[src/rtl/rcc_pkg.sv]
/*
 * rcc_pkg: constants and types of the remote-channel cancellation block:
 * serial target address, register offsets, reset values and timing counts.
 * Assumes a 10 MHz core clock.
 */
package rcc_pkg;

	// ==========================================================
	// serial target
	localparam logic [6:0] RCC_TARGET_ADDR = 7'h4D;

	// ==========================================================
	// register map
	localparam logic [7:0] RCC_OFS_CANCEL = 8'h4A;
	localparam logic [7:0] RCC_OFS_FAULT = 8'h4F;
	localparam logic [7:0] RCC_UNMAPPED_RD = 8'h00;
	localparam int RCC_NCH = 7;
	localparam int RCC_CANCEL_LSB = 0;
	localparam int RCC_UNUSED_BIT = 7;
	localparam logic [6:0] RCC_CANCEL_RST = 7'h00;
	localparam logic [7:0] RCC_PTR_RST = 8'h00;

	// ==========================================================
	// timing
	localparam int unsigned RCC_CLK_HZ = 10000000;
	localparam int unsigned RCC_CANCEL_EXTRA_MS = 125;
	localparam int unsigned RCC_CANCEL_EXTRA_CYC = RCC_CANCEL_EXTRA_MS * (RCC_CLK_HZ / 1000);
	localparam int unsigned RCC_BASE_CONV_CYC = 1000;
	localparam int RCC_TMR_W = 24;

	typedef enum logic [2:0] {PH_IDLE, PH_ADDR, PH_CMD, PH_WDATA, PH_READ, PH_SKIP} rcc_phase_t;

endpackage

[src/rtl/rcc_top.sv]
/*
 * rcc_top: per-channel series-resistance cancellation register, diode fault
 * reporting, fault-skipping round-robin sequencer and serial target port.
 * Assumes open-drain serial pins resolved outside; fault detector levels async.
 */
// What this block does
// - cancellation on for a remote conversion whose channel bit is 1 when it starts; ch7 is bit 6
// - channels 1 to 6 sit in bits 0 to 5, channel 1 in the LSB
// - open or shorted sense inputs show as a diode fault in status
// - sequencer skips every remote channel flagged with a diode fault
// - answer only target address 1001101; bit 0 of address byte is direction
// - cancellation lengthens a remote conversion by 125 ms
`timescale 1ns/100ps
`default_nettype none
module rcc_top
	import rcc_pkg::*;
#(
	parameter int unsigned CANCEL_EXTRA_CYC = RCC_CANCEL_EXTRA_CYC,
	parameter int unsigned BASE_CONV_CYC = RCC_BASE_CONV_CYC
) (
	input wire logic CORE_CLK,
	input wire logic RST,
	input wire logic CLK_EN,
	input wire logic SCL_IN,
	input wire logic SDA_IN,
	output logic SDA_OUT,
	output logic SDA_OE,
	input wire logic [6:0] DIODE_FAULT_DET,
	output logic [6:0] DIODE_FAULT,
	output logic [6:0] CANCEL_EN,
	output logic CONV_START,
	output logic [2:0] CONV_CHANNEL,
	output logic CONV_CANCEL
);
	// ==========================================================
	// input synchronisers
	logic scl_s, sda_s;
	logic [6:0] fault;

	rcc_sync3 #(.W(2), .INIT(2'h3)) u_sync_bus (
		.clk(CORE_CLK),
		.rst(RST),
		.ce(CLK_EN),
		.d_in({SCL_IN, SDA_IN}),
		.q_out({scl_s, sda_s})
	);

	rcc_sync3 #(.W(7), .INIT(7'h00)) u_sync_fault (
		.clk(CORE_CLK),
		.rst(RST),
		.ce(CLK_EN),
		.d_in(DIODE_FAULT_DET),
		.q_out(fault)
	);

	// ==========================================================
	// serial target and registers
	rcc_phase_t phase_q, phase_d;
	logic [3:0] cnt_q, cnt_d;
	logic ack_q, ack_d, mack_q, mack_d, rw_q, rw_d, oe_q, oe_d;
	logic [7:0] shift_q, shift_d, ptr_q, ptr_d, tx_q, tx_d, rd_byte;
	logic [6:0] cancel_q, cancel_d;
	logic scl_p_q, sda_p_q, wr_en, load_tx;
	logic scl_rise, scl_fall, bus_start, bus_stop, rx_phase;

	assign scl_rise = scl_s & ~scl_p_q;
	assign scl_fall = ~scl_s & scl_p_q;
	assign bus_start = scl_s & scl_p_q & sda_p_q & ~sda_s;
	assign bus_stop = scl_s & scl_p_q & ~sda_p_q & sda_s;
	assign rx_phase = (phase_q == PH_ADDR) || (phase_q == PH_CMD) || (phase_q == PH_WDATA);

	always_comb begin
		rd_byte = RCC_UNMAPPED_RD;
		if (ptr_q == RCC_OFS_CANCEL) begin
			rd_byte = {1'b0, cancel_q};
		end else if (ptr_q == RCC_OFS_FAULT) begin
			rd_byte = {1'b0, fault};
		end
	end

	always_comb begin
		phase_d = phase_q;
		cnt_d = cnt_q;
		ack_d = ack_q;
		mack_d = mack_q;
		rw_d = rw_q;
		oe_d = oe_q;
		shift_d = shift_q;
		ptr_d = ptr_q;
		tx_d = tx_q;
		wr_en = 1'b0;
		load_tx = 1'b0;
		if (bus_start) begin
			phase_d = PH_ADDR;
			cnt_d = 4'h0;
			ack_d = 1'b0;
			mack_d = 1'b0;
			oe_d = 1'b0;
		end else if (bus_stop) begin
			phase_d = PH_IDLE;
			ack_d = 1'b0;
			mack_d = 1'b0;
			oe_d = 1'b0;
		end else if (scl_rise) begin
			if (rx_phase && !ack_q && cnt_q < 4'h8) begin
				shift_d = {shift_q[6:0], sda_s};
				cnt_d = cnt_q + 4'h1;
			end
			if (mack_q && sda_s) begin
				phase_d = PH_SKIP;
			end
		end else if (scl_fall) begin
			if (ack_q) begin
				ack_d = 1'b0;
				oe_d = 1'b0;
				cnt_d = 4'h0;
				if (phase_q == PH_ADDR) begin
					if (rw_q) begin
						phase_d = PH_READ;
						load_tx = 1'b1;
					end else begin
						phase_d = PH_CMD;
					end
				end else if (phase_q == PH_CMD) begin
					phase_d = PH_WDATA;
				end
			end else if (mack_q) begin
				mack_d = 1'b0;
				load_tx = (phase_q == PH_READ);
			end else if (phase_q == PH_READ) begin
				if (cnt_q == 4'h8) begin
					oe_d = 1'b0;
					mack_d = 1'b1;
				end else begin
					oe_d = ~tx_q[3'(4'h7 - cnt_q)];
					cnt_d = cnt_q + 4'h1;
				end
			end else if (rx_phase && cnt_q == 4'h8) begin
				if (phase_q == PH_ADDR) begin
					if (shift_q[7:1] == RCC_TARGET_ADDR) begin
						ack_d = 1'b1;
						oe_d = 1'b1;
						rw_d = shift_q[0];
					end else begin
						phase_d = PH_SKIP;
					end
				end else begin
					ack_d = 1'b1;
					oe_d = 1'b1;
					if (phase_q == PH_CMD) begin
						ptr_d = shift_q;
					end else begin
						wr_en = 1'b1;
					end
				end
			end
		end
		if (load_tx) begin
			tx_d = rd_byte;
			oe_d = ~rd_byte[7];
			cnt_d = 4'h1;
		end
	end

	always_comb begin
		cancel_d = cancel_q;
		if (wr_en && ptr_q == RCC_OFS_CANCEL) begin
			cancel_d = shift_q[RCC_CANCEL_LSB +: RCC_NCH];
		end
	end

	always_ff @(posedge CORE_CLK or posedge RST) begin
		if (RST) begin
			phase_q <= PH_IDLE;
			cnt_q <= 4'h0;
			ack_q <= 1'b0;
			mack_q <= 1'b0;
			rw_q <= 1'b0;
			oe_q <= 1'b0;
			shift_q <= 8'h00;
			ptr_q <= RCC_PTR_RST;
			tx_q <= 8'h00;
			cancel_q <= RCC_CANCEL_RST;
			scl_p_q <= 1'b1;
			sda_p_q <= 1'b1;
		end else if (CLK_EN) begin
			phase_q <= phase_d;
			cnt_q <= cnt_d;
			ack_q <= ack_d;
			mack_q <= mack_d;
			rw_q <= rw_d;
			oe_q <= oe_d;
			shift_q <= shift_d;
			ptr_q <= ptr_d;
			tx_q <= tx_d;
			cancel_q <= cancel_d;
			scl_p_q <= scl_s;
			sda_p_q <= sda_s;
		end
	end

	// ==========================================================
	// round-robin sequencer, channel 0 is local
	logic [2:0] ch_q, ch_d, nxt, c;
	logic [RCC_TMR_W-1:0] tmr_q, tmr_d;
	logic start_q, start_d, cact_q, cact_d, found, cur_faulted, nxt_cancel;

	assign cur_faulted = (ch_q != 3'h0) && fault[3'(ch_q - 3'h1)];

	always_comb begin
		nxt = 3'h0;
		found = 1'b0;
		c = 3'h0;
		for (int i = 1; i <= 8; i++) begin
			c = 3'(ch_q + 3'(i));
			if (!found && (c == 3'h0 || !fault[3'(c - 3'h1)])) begin
				nxt = c;
				found = 1'b1;
			end
		end
		nxt_cancel = (nxt != 3'h0) && cancel_q[3'(nxt - 3'h1)];
		ch_d = ch_q;
		start_d = 1'b0;
		cact_d = cact_q;
		tmr_d = tmr_q - 24'h000001;
		if (tmr_q == 24'h000000 || cur_faulted) begin
			ch_d = nxt;
			start_d = 1'b1;
			cact_d = nxt_cancel;
			tmr_d = nxt_cancel ? RCC_TMR_W'(BASE_CONV_CYC + CANCEL_EXTRA_CYC - 1)
				: RCC_TMR_W'(BASE_CONV_CYC - 1);
		end
	end

	always_ff @(posedge CORE_CLK or posedge RST) begin
		if (RST) begin
			ch_q <= 3'h0;
			tmr_q <= 24'h000000;
			start_q <= 1'b0;
			cact_q <= 1'b0;
		end else if (CLK_EN) begin
			ch_q <= ch_d;
			tmr_q <= tmr_d;
			start_q <= start_d;
			cact_q <= cact_d;
		end
	end

	assign SDA_OUT = 1'b0 & oe_q;
	assign SDA_OE = oe_q;
	assign DIODE_FAULT = fault;
	assign CANCEL_EN = cancel_q;
	assign CONV_START = start_q;
	assign CONV_CHANNEL = ch_q;
	assign CONV_CANCEL = cact_q;
endmodule
`default_nettype wire

[src/rtl/rcc_sync3.sv]
/*
 * rcc_sync3: three-flop synchroniser with agreement filter for W bits.
 * Assumes inputs asynchronous to clk; output changes once stages 2 and 3 agree.
 */
`timescale 1ns/100ps
`default_nettype none
module rcc_sync3 #(
	parameter int W = 1,
	parameter logic [W-1:0] INIT = '0
) (
	input wire logic clk,
	input wire logic rst,
	input wire logic ce,
	input wire logic [W-1:0] d_in,
	output logic [W-1:0] q_out
);
	logic [W-1:0] s1_q, s2_q, s3_q, out_q, out_d;

	always_comb begin
		out_d = out_q;
		for (int i = 0; i < W; i++) begin
			if (s2_q[i] == s3_q[i]) begin
				out_d[i] = s3_q[i];
			end
		end
	end

	always_ff @(posedge clk or posedge rst) begin
		if (rst) begin
			s1_q <= INIT;
			s2_q <= INIT;
			s3_q <= INIT;
			out_q <= INIT;
		end else if (ce) begin
			s1_q <= d_in;
			s2_q <= s1_q;
			s3_q <= s2_q;
			out_q <= out_d;
		end
	end

	assign q_out = out_q;
endmodule
`default_nettype wire

[config.mk]
export PLATFORM = sky130hd
export DESIGN_NAME = rcc_top
export DESIGN_NICKNAME = d
export VERILOG_FILES = /design/src/rtl/rcc_pkg.sv /design/src/rtl/rcc_top.sv /design/src/rtl/rcc_sync3.sv
export SDC_FILE = /design/constraint.sdc
export NUM_CORES = 1
export LEC_CHECK = 0
export BUFFER_PORTS_ARGS = -buffer_cell sky130_fd_sc_hd__clkbuf_2
export CAP_MARGIN = 5
export CORE_MARGIN = 2
export CORE_UTILIZATION = 60
export CTS_CLUSTER_SIZE = 24
export DETAILED_ROUTE_END_ITERATION = 7
export PLACE_DENSITY = 0.84
export RECOVER_POWER = 50
export SLEW_MARGIN = 20
export SYNTH_ARGS = -nofsm -noshare
export SYNTH_HDL_FRONTEND = slang
export SYNTH_SLANG_ARGS = --single-unit
[constraint.sdc]
create_clock -name CORE_CLK -period 6 [get_ports CORE_CLK]
set_input_delay 0 -clock CORE_CLK [delete_from_list [all_inputs] [get_ports CORE_CLK]]
set_output_delay 0 -clock CORE_CLK [all_outputs]
set_load 0.01 [all_outputs]
==> reports/results.ini <==
[synth]
ys.flop_type = dfrtp_1
syn_inst = 622
netlist_area_sq_um = 6167
syn_area_per_cell_sq_um = 9.915
synth_edf_count = 0
syn-num-nets = 650
yosys_warnings = 0
yosysUniqueCellTypes = 67
ys_ff_latch = 108
async_flop_share = 1.000
ys_seq_area_frac = 0.4403

[global_route]
first_global_vias = 4659
grt_util_met3 = 0.04391
antenna_found_initial = 0
overflow = 0
busiest_layer = met2
grtUsageTotal = 0.2524
use_met2 = 0.3862
grt_pass1_wl_um = 22880
grt_max_degree = 80
grt_util_met1 = 0.3697

[place]
port_buffers = 31
routabilityCongestion = 0.9121
dpl.hpwl_um = 9422

[final_layout]
final_cell_mix = dfrtp_1 (98), o21ai_0 (60), nand2_1 (59)
antenna_cells = 0
drive_gt1_frac = 0.1751
layout_commonest_cell = dfrtp_1
final_nets = 675
nFillCells = 810
multiInputGateArea_sq_um = 3223
regArea_sq_um = 2715
area_growth_pct = 7.973
postLayoutCoreUtil = 0.6568

[power_and_ir_drop]
swShare = 0.4316
seqPwrFrac = 0.360
p_clk_frac = 0.149
leakagePower_nw = 2.831
combinationalPowerShare = 0.491
internal-power_w = 0.001807
switchingPower_w = 0.001373
powerDensity_nw_per_um2 = 477.6
finalPower_w = 0.003180
irDropWorstVdd_mv = 0.2409

[timing]
slew-limit-headroom = -0.8475
slew_violations = 150
clock_skew_ns = 0.01433
tightest_slew_ns = 2.771
max_freq_mhz = 184.5
setup_tns_ns = 0
rsz0062_at_grt = no
finalCriticalPeriod_ns = 5.420
hold_viol = 0
setup_viol = 0
fin_crit_sh = 0.9034

[clock_network]
insertion_delay_ns = 0.37
cts.repair.resized = 0
htree_levels = 3
hold_buffers = 10
cts_root_buffer = clkbuf_8
cts.sink_count = 108
clockBufferDepth = 2
path_clk_slew_ns = 0.10
cts_setup_buffers = 0
cts_buffers = 9
cts_tree = done

[hold_path]
worstHoldStart = DIODE_FAULT_DET[5]
min_to = u_sync_fault.s1_q[5]
worstHoldPathType = input pin to register
min_path_cells = 3

[routing]
drtIter0Drc = 533
viasPerCell = 6.332
vias = 4983
drc = 0
totalWireLength_um = 13550
ant_nets = 0
wl_per_cell_um = 17.22
firstDrtPassIters = 5

[worst_setup_path]
rrSetupSlack_ns = 0.58
worstSetupPathType = register to register
cp.required_ns = 6.23
cp_max_fo = 18
arrival_ns = 5.65
end_kind = register
r2r.worst_path.cells = 15
r2r-end = tmr_q[10]
timing.rr.start = CONV_CHANNEL[1]
start_kind = register

[floorplanning]
pin_count = 33
dieArea_sq_um = 11110
die_h_um = 105.4
core_sq_um = 10140
die_w_um = 105.4
initial_utilization = 0.6083
placementRows = 37

[status]
violations = max-capacitance violations, max-slew violations
status = finished with violations

[run]
maxCapViolations = 2

-- layout make-up --
type	instances	area share
Sequential cell	108	0.4077
Timing Repair Buffer	45	0.03720
Tap cell	136	0.02555
Clock inverter	6	0.01315
Inverter	24	0.01372
Multi-Input combinational cell	459	0.4840
Clock buffer	9	0.01860
-- sequential cells by signal (all words and copies together), names as in the netlist, 4 cells and up --
register / flops
tmr_q: 24
tx_q: 7
u_sync_fault.s1_q: 7
u_sync_fault.s3_q: 7
CANCEL_EN: 7
ptr_q: 8
u_sync_fault.s2_q: 7
shift_q: 8
cnt_q: 4
u_sync_fault.q_out: 7
-- through the flow --
| step | instance area (sq um) | worst slack, ns | hold slack [ns] | instances |
|---|---|---|---|---|
| finish | 6659 | 0.5797 | 0.4022 | 787 |
| global route | 6659 | 0.3087 | 0.4056 | 787 |
| CTS | 6698 | 0.6340 | 0.1463 | 787 |
| detailed placement | 6386 | 0.6799 | 0.003239 | 762 |
| global placement | 6386 | 0.8162 | -0.002190 | 762 |
| floorplan | 6167 | 1.302 | 0.1517 | 622 |
-- worst max-delay path, stage by stage, from the launching register on --
cell and delay, ns:
dfrtp_1 0.64, inv_1 0.23, ha_1 0.79, mux2i_1 0.29, mux2_2 0.37, o211ai_1 0.35, nand3b_1 0.20, or4_4 0.53
a21o_2 0.26, ha_1 0.19, ha_1 0.34, mux4_2 0.51, nand2b_1 0.10, a211oi_2 0.06, a21oi_4 0.27, o221ai_1 0.14
-- cell families after synthesis --
kind of cell | after synthesis | share of synthesized area
flip-flops | 108 | 0.4403
buffers and inverters | 55 | 0.03713
multiplexers | 67 | 0.1371
AO/OA/AOI/OAI | 164 | 0.1718
other | 1 | 0.0006081
AND/OR/NAND/NOR | 195 | 0.1578
XOR/XNOR | 16 | 0.02272
adder cells (fa/ha/maj) | 16 | 0.03246
-- synthesized netlist by cell type, types with 4 or more instances --
cell / n / area (sq um)
a21oi_1: 29 / 145.1
o31ai_1: 4 / 30.03
xor2_1: 8 / 70.07
nand4_1: 4 / 25.02
o221ai_1: 5 / 43.79
or2_2: 4 / 25.02
a31oi_1: 8 / 50.05
nand3_1: 18 / 90.09
nand2_1: 59 / 221.5
mux2i_1: 8 / 80.08
nand3b_1: 4 / 30.03
a22o_1: 4 / 35.03
o21ai_0: 60 / 300.3
dfstp_2: 10 / 262.8
mux2_2: 50 / 563.0
a22oi_1: 7 / 52.55
nand2b_1: 7 / 43.79
ha_1: 16 / 200.2
mux4_2: 9 / 202.7
dfrtp_1: 98 / 2452
nor3_1: 17 / 85.08
nor2_1: 41 / 153.9
clkbuf_1: 23 / 86.33
inv_1: 24 / 90.09
nor4_1: 12 / 75.07
o211ai_1: 4 / 30.03
xnor2_1: 8 / 70.07
nor2b_1: 10 / 62.56
-- layer usage --
layer	share of wire	wire, um	up-vias
li1	-	-	2328
met1	0.46	6190	2454
met2	0.47	6351	183
met3	0.062	836	18
met4	0.013	175	0
met5	0	0	-
-- power by group through the flow --
stage	Combinational, W	Clock [W]	Sequential, W
global placement	0.00147	0	0.00114
finish	0.00156	0.000474	0.00115
detailed placement	0.00154	0	0.00115
CTS	0.00156	0.000484	0.00114
floorplan	0.00128	0	0.00106
global route	0.00172	0.000507	0.00117
-- how the worst max path moves through the flow --
stage | startpoint | to | slack, ns | cells past startpoint
2_1_floorplan | CONV_CHANNEL[1] | tmr_q[10] | 1.30 | 18
3_3_place_gp | CONV_CHANNEL[1] | tmr_q[10] | 0.82 | 15
3_5_place_dp | CONV_CHANNEL[1] | tmr_q[10] | 0.68 | 15
4_1_cts | CONV_CHANNEL[1] | tmr_q[10] | 0.63 | 15
5_1_grt | CONV_CHANNEL[1] | tmr_q[10] | 0.31 | 15
6_report | CONV_CHANNEL[1] | tmr_q[10] | 0.58 | 15
No activity file was read; power rests on OpenSTA's default activity.
